--- config.mk ---
export PLATFORM = sky130hd
export DESIGN_NAME = ucfc_core
export DESIGN_NICKNAME = d
export VERILOG_FILES = /design/src/hdl/ucfc_pkg.sv /design/src/hdl/ucfc_core.sv
export SDC_FILE = /design/constraint.sdc
export NUM_CORES = 1
export LEC_CHECK = 0
export ABC_AREA = 0
export BUFFER_PORTS_ARGS = -buffer_cell sky130_fd_sc_hd__buf_2
export CAP_MARGIN = 15
export CORE_MARGIN = 1.5
export CORE_UTILIZATION = 50
export CTS_BUF_LIST = sky130_fd_sc_hd__clkbuf_2
export DETAILED_ROUTE_END_ITERATION = 10
export PLACE_DENSITY = 0.72
export SYNTH_ARGS = -nofsm -noshare
export SYNTH_HDL_FRONTEND = slang
export SYNTH_SLANG_ARGS = --single-unit
--- constraint.sdc ---
create_clock -name sys_clk -period 5.4 [get_ports sys_clk]
set_clock_uncertainty 0.2 [all_clocks]
set_input_delay 0.27 -clock sys_clk [delete_from_list [all_inputs] [get_ports sys_clk]]
set_output_delay 0.27 -clock sys_clk [all_outputs]
set_load 0.005 [all_outputs]
--- src/hdl/ucfc_pkg.sv ---
/*
 * ucfc_pkg: constants, register map and types for the serial clock and frame core.
 * assumes an APB slave with 32-bit data and one aligned word per register.
 */
package ucfc_pkg;
   localparam logic [11:0] ADDR_CTRL = 12'h000;
   localparam logic [11:0] ADDR_BAUD = 12'h004;
   localparam logic [11:0] ADDR_TXDATA = 12'h008;
   localparam logic [11:0] ADDR_RXDATA = 12'h00C;
   localparam logic [11:0] ADDR_STATUS = 12'h010;
   // ctrl field positions
   localparam int CTRL_SYNC = 0;
   localparam int CTRL_DBL = 1;
   localparam int CTRL_XDIR = 2;
   localparam int CTRL_POL = 3;
   localparam int CTRL_CSZ = 4;
   localparam int CTRL_PAR = 7;
   localparam int CTRL_STOP = 9;
   localparam int CTRL_NINTH = 10;
   localparam int CTRL_TXEN = 11;
   localparam int CTRL_RXEN = 12;
   localparam logic [31:0] CTRL_RESET = 32'h0000_0030;
   localparam logic [11:0] BAUD_RESET = 12'h000;
   localparam logic [2:0] CSZ_NINE = 3'h7;
   localparam logic [4:0] DIV_NORMAL = 5'h10;
   localparam logic [4:0] DIV_DOUBLE = 5'h08;
   localparam logic [4:0] DIV_SYNC = 5'h02;
   localparam int RX_DEPTH = 2;

   typedef enum {TX_IDLE, TX_START, TX_DATA, TX_PARITY, TX_STOP} ucfc_tx_e;
   typedef enum {RX_IDLE, RX_START, RX_DATA, RX_PARITY, RX_STOP} ucfc_rx_e;

   typedef struct packed {
      logic [8:0] data;
      logic frameErr;
      logic parityErr;
   } ucfc_rxword_s;

   typedef struct packed {
      logic sync;
      logic dbl;
      logic xDir;
      logic pol;
      logic [2:0] csz;
      logic [1:0] par;
      logic twoStop;
   } ucfc_cfg_s;
endpackage

--- src/hdl/ucfc_core.sv ---
/*
 * ucfc_core: baud generator, clock modes and frame transmitter/receiver of a serial unit.
 * assumes APB master on sys_clk; pins are synchronous to sys_clk except the slave clock,
 * which is synchronised here.
 */
// Our own choices: the APB register port and the placing of the registers.
`timescale 1ns/100ps
`default_nettype none
module ucfc_core
   import ucfc_pkg::*;
(
   input wire logic sys_clk,
   input wire logic rst,
   input wire logic psel,
   input wire logic penable,
   input wire logic pwrite,
   input wire logic [11:0] paddr,
   input wire logic [31:0] pwdata,
   output logic [31:0] prdata,
   output logic pready,
   output logic pslverr,
   input wire logic serial_in_pin,
   output logic serial_out_pin,
   input wire logic xfer_clock_pin_i,
   output logic xfer_clock_pin_o,
   output logic xfer_clock_pin_oe
);
   logic [31:0] ctrl_q, ctrl_d;
   logic [11:0] baud_q, baud_d;
   logic [11:0] cnt_q, cnt_d;
   logic tick;
   ucfc_cfg_s cfg;
   logic wrEn, rdEn, lowWrite, txWrite, rxRead;
   logic master, slave;
   logic xs1_q, xs2_q, xs3_q;
   logic xcoBit_q, xcoBit_d;
   logic changeEdge, sampleEdge, txStep;
   logic [3:0] txPre_q, txPre_d;
   logic [3:0] divM1;
   logic [8:0] txBuf_q, txBuf_d;
   logic txFull_q, txFull_d;
   ucfc_tx_e txSt_q, txSt_d;
   logic [8:0] txSh_q, txSh_d;
   logic [3:0] txCnt_q, txCnt_d;
   logic txPar_q, txPar_d;
   logic txOut_q, txOut_d;
   logic [3:0] nBits;
   ucfc_rx_e rxSt_q, rxSt_d;
   logic [3:0] rxPh_q, rxPh_d;
   logic [3:0] rxCnt_q, rxCnt_d;
   logic [8:0] rxSh_q, rxSh_d;
   logic rxPar_q, rxPar_d;
   logic rxSample, rxBit;
   ucfc_rxword_s rxFifo_q [RX_DEPTH];
   ucfc_rxword_s rxFifo_d [RX_DEPTH];
   logic [1:0] rxLvl_q, rxLvl_d;
   logic ovr_q, ovr_d;
   logic push;
   ucfc_rxword_s pushWord;
   logic [31:0] rdata_d;

   assign cfg = '{sync: ctrl_q[CTRL_SYNC], dbl: ctrl_q[CTRL_DBL], xDir: ctrl_q[CTRL_XDIR],
                  pol: ctrl_q[CTRL_POL], csz: ctrl_q[CTRL_CSZ+:3], par: ctrl_q[CTRL_PAR+:2],
                  twoStop: ctrl_q[CTRL_STOP]};
   assign master = cfg.sync & cfg.xDir;
   assign slave = cfg.sync & ~cfg.xDir;
   assign pready = 1'b1;
   assign pslverr = 1'b0;
   assign wrEn = psel & penable & pwrite;
   assign rdEn = psel & penable & ~pwrite;
   assign lowWrite = wrEn & (paddr == ADDR_BAUD);
   assign txWrite = wrEn & (paddr == ADDR_TXDATA);
   assign rxRead = rdEn & (paddr == ADDR_RXDATA);

   // registers and read mux
   always_comb begin
      ctrl_d = ctrl_q;
      baud_d = baud_q;
      if (wrEn && paddr == ADDR_CTRL) begin
         ctrl_d = {19'h0, pwdata[12:0]};
      end
      if (lowWrite) begin
         baud_d = pwdata[11:0];
      end
      rdata_d = 32'h0;
      case (paddr)
         ADDR_CTRL: rdata_d = ctrl_q;
         ADDR_BAUD: rdata_d = {20'h0, baud_q};
         ADDR_RXDATA: rdata_d = {21'h0, rxFifo_q[0].parityErr, rxFifo_q[0].frameErr,
                                 rxFifo_q[0].data};
         ADDR_STATUS: rdata_d = {28'h0, ovr_q, rxLvl_q != 2'h0, ~txFull_q,
                                 txSt_q == TX_IDLE};
         default: rdata_d = 32'h0;
      endcase
   end

   // baud down-counter
   always_comb begin
      tick = (cnt_q == 12'h000);
      if (lowWrite || tick) begin
         cnt_d = lowWrite ? pwdata[11:0] : baud_q;
      end else begin
         cnt_d = cnt_q - 12'h001;
      end
   end

   // master clock and slave edges: xs1 feeds only xs2
   always_comb begin
      xcoBit_d = xcoBit_q;
      if (!master) begin
         xcoBit_d = cfg.pol;
      end else if (tick) begin
         xcoBit_d = ~xcoBit_q;
      end
      changeEdge = 1'b0;
      sampleEdge = 1'b0;
      if (master && tick) begin
         // polarity 0: change on rising, sample on falling
         changeEdge = (xcoBit_q == cfg.pol);
         sampleEdge = (xcoBit_q != cfg.pol);
      end else if (slave) begin
         changeEdge = (xs2_q != xs3_q) && (xs2_q != cfg.pol);
         sampleEdge = (xs2_q != xs3_q) && (xs2_q == cfg.pol);
      end
   end
   assign xfer_clock_pin_o = xcoBit_q;
   assign xfer_clock_pin_oe = master;

   // transmitter prescaler
   always_comb begin
      divM1 = cfg.dbl ? 4'(DIV_DOUBLE - 5'h01) : 4'(DIV_NORMAL - 5'h01);
      txPre_d = txPre_q;
      txStep = 1'b0;
      if (cfg.sync) begin
         txStep = changeEdge;
      end else if (tick) begin
         if (txPre_q >= divM1) begin
            txPre_d = 4'h0;
            txStep = 1'b1;
         end else begin
            txPre_d = txPre_q + 4'h1;
         end
      end
      nBits = (cfg.csz == CSZ_NINE) ? 4'h9 : {1'b0, cfg.csz} + 4'h5;
   end

   // transmitter
   always_comb begin
      txBuf_d = txBuf_q;
      txFull_d = txFull_q;
      txSt_d = txSt_q;
      txSh_d = txSh_q;
      txCnt_d = txCnt_q;
      txPar_d = txPar_q;
      txOut_d = txOut_q;
      if (txStep) begin
         case (txSt_q)
            TX_IDLE: begin
               txOut_d = 1'b1;
               if (txFull_q && ctrl_q[CTRL_TXEN]) begin
                  txSh_d = txBuf_q;
                  txFull_d = 1'b0;
                  txPar_d = cfg.par[0];
                  txOut_d = 1'b0;
                  txSt_d = TX_START;
               end
            end
            TX_START, TX_DATA: begin
               txOut_d = txSh_q[0];
               txPar_d = txPar_q ^ txSh_q[0];
               txSh_d = {1'b0, txSh_q[8:1]};
               txCnt_d = txCnt_q + 4'h1;
               txSt_d = TX_DATA;
               if (txCnt_q == nBits) begin
                  txCnt_d = 4'h0;
                  txOut_d = cfg.par[1] ? txPar_q : 1'b1;
                  txPar_d = txPar_q;
                  txSh_d = txSh_q;
                  txSt_d = cfg.par[1] ? TX_PARITY : TX_STOP;
               end
            end
            TX_PARITY: begin
               txOut_d = 1'b1;
               txSt_d = TX_STOP;
            end
            TX_STOP: begin
               txOut_d = 1'b1;
               txSt_d = TX_STOP;
               if (cfg.twoStop && txCnt_q == 4'h0 && txOut_q) begin
                  txCnt_d = 4'h1;
               end else if (txFull_q && ctrl_q[CTRL_TXEN]) begin
                  // back-to-back: next start right after last stop
                  txSh_d = txBuf_q;
                  txFull_d = 1'b0;
                  txPar_d = cfg.par[0];
                  txOut_d = 1'b0;
                  txCnt_d = 4'h0;
                  txSt_d = TX_START;
               end else begin
                  txCnt_d = 4'h0;
                  txSt_d = TX_IDLE;
               end
            end
            default: txSt_d = TX_IDLE;
         endcase
      end
      if (txWrite && !txFull_d) begin
         txBuf_d = {ctrl_q[CTRL_NINTH], pwdata[7:0]};
         txFull_d = 1'b1;
      end
   end
   assign serial_out_pin = txOut_q;

   // receiver: phase counts undivided ticks in async, holds in sync where sampleEdge samples
   always_comb begin
      rxBit = serial_in_pin;
      rxPh_d = rxPh_q;
      rxSample = 1'b0;
      if (cfg.sync) begin
         rxSample = sampleEdge;
      end else if (tick) begin
         rxPh_d = rxPh_q + 4'h1;
         if (rxSt_q == RX_START) begin
            rxSample = (rxPh_q == {1'b0, divM1[3:1]}); // mid start bit
         end else begin
            rxSample = (rxPh_q == divM1);
         end
         if (rxSample) begin
            rxPh_d = 4'h0;
         end
      end
      rxSt_d = rxSt_q;
      rxCnt_d = rxCnt_q;
      rxSh_d = rxSh_q;
      rxPar_d = rxPar_q;
      push = 1'b0;
      pushWord = '{data: rxSh_q, frameErr: 1'b0, parityErr: 1'b0};
      case (rxSt_q)
         RX_IDLE: begin
            rxPh_d = 4'h0;
            if (ctrl_q[CTRL_RXEN] && (cfg.sync ? (rxSample && !rxBit) : !rxBit)) begin
               rxSt_d = cfg.sync ? RX_DATA : RX_START;
               rxCnt_d = 4'h0;
               rxPar_d = cfg.par[0];
               rxSh_d = 9'h000;
            end
         end
         RX_START: if (rxSample) begin
            rxSt_d = rxBit ? RX_IDLE : RX_DATA; // false start rejected
         end
         RX_DATA: if (rxSample) begin
            rxSh_d = rxSh_q | (9'(rxBit) << rxCnt_q);
            rxPar_d = rxPar_q ^ rxBit;
            rxCnt_d = rxCnt_q + 4'h1;
            if (rxCnt_q + 4'h1 == nBits) begin
               rxSt_d = cfg.par[1] ? RX_PARITY : RX_STOP;
            end
         end
         RX_PARITY: if (rxSample) begin
            rxPar_d = rxPar_q ^ rxBit;
            rxSt_d = RX_STOP;
         end
         RX_STOP: if (rxSample) begin
            // second stop bit never examined
            push = 1'b1;
            pushWord = '{data: rxSh_q, frameErr: ~rxBit,
                         parityErr: cfg.par[1] & rxPar_q};
            rxSt_d = RX_IDLE;
         end
         default: rxSt_d = RX_IDLE;
      endcase
   end

   // two-entry receive buffer, overrun sticky until buffer read
   always_comb begin
      rxFifo_d = rxFifo_q;
      rxLvl_d = rxLvl_q;
      ovr_d = ovr_q;
      if (rxRead && rxLvl_q != 2'h0) begin
         rxFifo_d[0] = rxFifo_q[1];
         rxLvl_d = rxLvl_q - 2'h1;
         ovr_d = 1'b0;
      end
      if (push) begin
         if (rxLvl_d == 2'(RX_DEPTH)) begin
            ovr_d = 1'b1;
         end else begin
            rxFifo_d[rxLvl_d[0]] = pushWord;
            rxLvl_d = rxLvl_d + 2'h1;
         end
      end
   end

   always_ff @(posedge sys_clk) begin
      if (rst) begin
         ctrl_q <= CTRL_RESET;
         baud_q <= BAUD_RESET;
         cnt_q <= BAUD_RESET;
         xs1_q <= 1'b0;
         xs2_q <= 1'b0;
         xs3_q <= 1'b0;
         xcoBit_q <= 1'b0;
         txPre_q <= 4'h0;
         txBuf_q <= 9'h000;
         txFull_q <= 1'b0;
         txSt_q <= TX_IDLE;
         txSh_q <= 9'h000;
         txCnt_q <= 4'h0;
         txPar_q <= 1'b0;
         txOut_q <= 1'b1;
         rxSt_q <= RX_IDLE;
         rxPh_q <= 4'h0;
         rxCnt_q <= 4'h0;
         rxSh_q <= 9'h000;
         rxPar_q <= 1'b0;
         rxFifo_q <= '{default: '0};
         rxLvl_q <= 2'h0;
         ovr_q <= 1'b0;
         prdata <= 32'h0;
      end else begin
         ctrl_q <= ctrl_d;
         baud_q <= baud_d;
         cnt_q <= cnt_d;
         xs1_q <= xfer_clock_pin_i;
         xs2_q <= xs1_q;
         xs3_q <= xs2_q;
         xcoBit_q <= xcoBit_d;
         txPre_q <= txPre_d;
         txBuf_q <= txBuf_d;
         txFull_q <= txFull_d;
         txSt_q <= txSt_d;
         txSh_q <= txSh_d;
         txCnt_q <= txCnt_d;
         txPar_q <= txPar_d;
         txOut_q <= txOut_d;
         rxSt_q <= rxSt_d;
         rxPh_q <= rxPh_d;
         rxCnt_q <= rxCnt_d;
         rxSh_q <= rxSh_d;
         rxPar_q <= rxPar_d;
         rxFifo_q <= rxFifo_d;
         rxLvl_q <= rxLvl_d;
         ovr_q <= ovr_d;
         prdata <= rdata_d;
      end
   end

   a_tick_reload: assert property (@(posedge sys_clk) disable iff (rst)
      tick && !lowWrite |=> cnt_q == baud_q) else $error("counter not reloaded");
   a_low_reload: assert property (@(posedge sys_clk) disable iff (rst)
      lowWrite |=> cnt_q == $past(pwdata[11:0])) else $error("low write no reload");
   a_count_down: assert property (@(posedge sys_clk) disable iff (rst)
      !tick && !lowWrite |=> cnt_q == $past(cnt_q) - 12'h001) else $error("no count");
   a_pin_dir: assert property (@(posedge sys_clk) disable iff (rst)
      !cfg.sync |-> !xfer_clock_pin_oe) else $error("clock pin driven async");
   a_start_low: assert property (@(posedge sys_clk) disable iff (rst)
      txSt_q == TX_START |-> !serial_out_pin) else $error("start not low");
   a_stop_high: assert property (@(posedge sys_clk) disable iff (rst)
      txSt_q == TX_STOP || txSt_q == TX_IDLE |-> serial_out_pin) else $error("stop low");
   a_rx_level: assert property (@(posedge sys_clk) disable iff (rst)
      rxLvl_q <= 2'(RX_DEPTH)) else $error("receive buffer level too high");
   a_overrun_set: assert property (@(posedge sys_clk) disable iff (rst)
      push && rxLvl_q == 2'h2 && !rxRead |=> ovr_q) else $error("overrun missed");
   a_slave_edge: assert property (@(posedge sys_clk) disable iff (rst)
      slave && sampleEdge |-> $past(xfer_clock_pin_i, 3) != $past(xfer_clock_pin_i, 2))
      else $error("edge not from pin");
   c_frame_sent: cover property (@(posedge sys_clk) txSt_q == TX_STOP ##1 txSt_q == TX_START);
   c_frame_rcvd: cover property (@(posedge sys_clk) push && !pushWord.frameErr);
   c_frame_err: cover property (@(posedge sys_clk) push && pushWord.frameErr);
   c_master_clk: cover property (@(posedge sys_clk) master && changeEdge);
endmodule // ucfc_core
`default_nettype wire

==> run_results.csv <==
group,metric,value,unit
status,status,"completed",
global_route,track_usage,25.13,%
logic_synthesis,yosysTopAreaCell,"dfxtp_1",
floorplanning,start_util,51.91,%
layout,diodes,0,
clock_tree,cts_tree,"built",
timing,setup_tns,0,ns
global_route,grt_max_degree,91,
pwr,vdd_ir_drop_max,0.1770,mV
worst_hold_path,min_path_type,"in2reg",
timing,min_period,4.275,ns
clock_tree,cts_inserted_buffers,17,
route,finalWirelength,17.33,mm
timing,worst_pin_slew,0.9911,ns
layout,nets,903,
pwr,powerDensity,271.4,nW/um^2
route,viasPerCell,5.930,
layout,synthToLayoutAreaGrowth,9.904,%
logic_synthesis,async_flop_share,0,%
layout,n_fill_cell,1168,
global_route,grt_overflow,0,
global_route,antenna_found_initial,0,
floorplanning,ioPinCount,88,
setup_path,cp_slowest_cell,"a211oi_2",
logic_synthesis,syn_avg_cell_area,8.406,um^2
floorplanning,rows,41,
timing,setup_viol,0,
logic_synthesis,synth.distinct_cells,68,
placement,hpwl,12.19,mm
route,antenna_left,0,
logic_synthesis,ys_ff_latch,132,
clock_tree,clockBufferDepth,2,
timing,hold_ws,0.07257,ns
clock_tree,cts_resized,0,
timing,rsz0062_at_grt,"false",
layout,final_core_util,57.05,%
clock_tree,clk_latency,0.71,ns
global_route,grt_first_pass_wirelength,28.30,mm
timing,drv_slew,0,
route,drc,0,
pwr,p_leak,2.726,nW
logic_synthesis,seq_area_frac_synth,39.69,%
route,dr.pass1.iters,6,
logic_synthesis,yosys_warnings,0,
setup_path,path_cells,"dlygate4sd3_1 -> buf_2 -> nor4_1 -> nand2_1 -> nor3_2 -> buf_4 -> xnor2_1 -> buf_4 -> inv_1 -> ha_1 -> a211oi_2 -> nand2_1 -> a211oi_1",
floorplanning,die_y,118.4,um
timing,period_share,79.16,%
layout,drive_above_1_share,11.25,%
route,wl_per_cell,16.91,um
setup_path,cp_data_arrival_time,4.69,ns
timing,hold_viol_final,0,
run,max_cap_violations,0,
setup_path,start_kind,"input port",
clock_tree,clockRootBuffer,"clkbuf_2",
route,dr.first_iter.drc_count,801,
clock_tree,htree_num_levels,4,
clock_tree,clk_pin_slew_worst_paths,0.19,ns
layout,stdcell_count,1025,
timing,max_freq,233.9,MHz
placement,dp_cells,965,
logic_synthesis,synth-edff-count,0,
setup_path,end_kind,"flop",
logic_synthesis,yosysMostFrequentCell,"dfxtp_1",
global_route,grt_pass1_vias,5704,
setup_path,critical_path_required,5.81,ns
clock_tree,cts_num_sinks,132,
setup_path,path_class,"in2reg",
logic_synthesis,ys.flop_type,"dfxtp_1",
placement,place_congestion,0.9000,
logic_synthesis,synth_top_area_share,39.69,%
logic_synthesis,syn_area,6658,um^2
logic_synthesis,syn_inst,792,
timing,relSlewSlack,33.49,%
pwr,total_power,1.986,mW
floorplanning,core_area,12820,um^2
floorplanning,dieWidth,118.4,um
logic_synthesis,synth_common_cells,"132 x dfxtp_1, 118 x nand2_1, 67 x nor2_1, 58 x a21oi_1, 37 x mux2i_1",
placement,port_buffers,47,
setup_path,max_stage_delay,0.71,ns
floorplanning,die-area,14020,um^2
setup_path,path_max_fanout,23,
logic_synthesis,synthTopCellsByArea,"dfxtp_1 40%, nand2_1 6.7%, mux2i_1 5.6%, a21oi_1 4.4%, nor2_1 3.8%",
route,dr_total_vias,6078,
## power breakdown
group / internal [mW] / total [mW] / leakage [nW] / switching, mW
registers: 1.01 / 1.05 / 1.07 / 0.0394
clock network: 0.163 / 0.522 / 0.128 / 0.359
logic: 0.182 / 0.412 / 1.53 / 0.230
## flip-flops by register name, indices dropped and copies added, names as in the netlist, 2 cells and up, named ones only
signal,cells
rxSh_q,9
rxFifo_q,11
rxSt_q,3
cnt_q,12
rxCnt_q,4
rxLvl_q,2
txPre_q,4
rxPh_q,4
txBuf_q,9
ctrl_q,13
txSt_q,3
txSh_q,9
prdata,13
txCnt_q,4
baud_q,12
## path summary, 6_finish.rpt
kind	start	end	slack, ns	cells past startpoint
max reg2reg	rxLvl_q[0]$_SDFF_PP0_	rxFifo_q[19]$_SDFF_PP0_	1.32	13
min reg2reg	xs1_q$_SDFF_PP0_	xs2_q$_SDFF_PP0_	0.28	1
min	penable	rxFifo_q[13]$_SDFF_PP0_	0.07	6
max	paddr[4]	rxFifo_q[19]$_SDFF_PP0_	1.13	13
## timing repair
| item | 4_1_cts | 5_1_grt |
|---|---|---|
| endpoints found under the hold margin | 74 | 0 |
| setup buffers | 0 | 0 |
| hold buffers | 28 | 0 |
## cells in the final DEF (no fill, tap or decap), types with 13 or more instances in the layout
cell type      synthesis  layout
a211oi_1              15      15
a21oi_1               58      58
a31oi_1               16      16
buf_2                 13      47
clkbuf_2               0      20
conb_1                 2      21
dfxtp_1              132     132
dlygate4sd3_1          0      28
inv_1                 16      16
mux2i_1               37      37
nand2_1              118     118
nand3_1               29      29
nor2_1                67      67
nor3_1                16      16
o211ai_1              13      13
o21ai_0               30      30
## logic make-up (layout without fill, tap and decap cells)
| kind of cell | count (synthesis) | after routing | synth area share, % |
|---|---|---|---|
| AOI/OAI and AO/OA | 192 | 192 | 20.05 |
| adders and majority gates | 12 | 12 | 2.255 |
| other | 2 | 21 | 0.1128 |
| muxes | 41 | 41 | 6.239 |
| buffers and inverters | 86 | 128 | 6.559 |
| xor gates and xnor gates | 20 | 20 | 2.631 |
| DFF | 132 | 132 | 39.69 |
| and+or+nand+nor | 307 | 307 | 22.46 |
## worst max-delay path, delay by kind of cell
family	cells	cell delay [ns]
buf+inv	5	1.51
xor+xnor	1	0.15
simple gates	4	1.35
fa+ha+maj	1	0.35
compound gates	2	1.05
## layout make-up
| cell class | count | area, um^2 | area share (%) |
|---|---|---|---|
| multi-input cells | 593 | 3656 | 49.97 |
| repair buffers | 80 | 553.0 | 7.558 |
| well taps | 172 | 215.2 | 2.941 |
| flip-flops and latches | 132 | 2643 | 36.11 |
| clock inverters | 12 | 90.09 | 1.231 |
| inverters | 16 | 60.06 | 0.8208 |
| clock buffers | 20 | 100.1 | 1.368 |
## routing by layer
layer / wire (um) / global-route usage, % / share of wire, %
met1: 7443 / 33.12 / 43
met2: 8109 / 40.37 / 47
met3: 1325 / 5.357 / 7.6
met4: 453 / 9.563 / 2.6
met5: 0 / 0 / 0
## stage by stage
stage	instance area (um^2)	worst slack [ns]
after floorplan	6729	2.591
after CTS	7317	1.333
after global routing	7317	0.8807
after detailed placement	6847	1.181
after global placement	6847	1.348
final	7317	1.125
No activity file was read; power rests on OpenSTA's default activity.
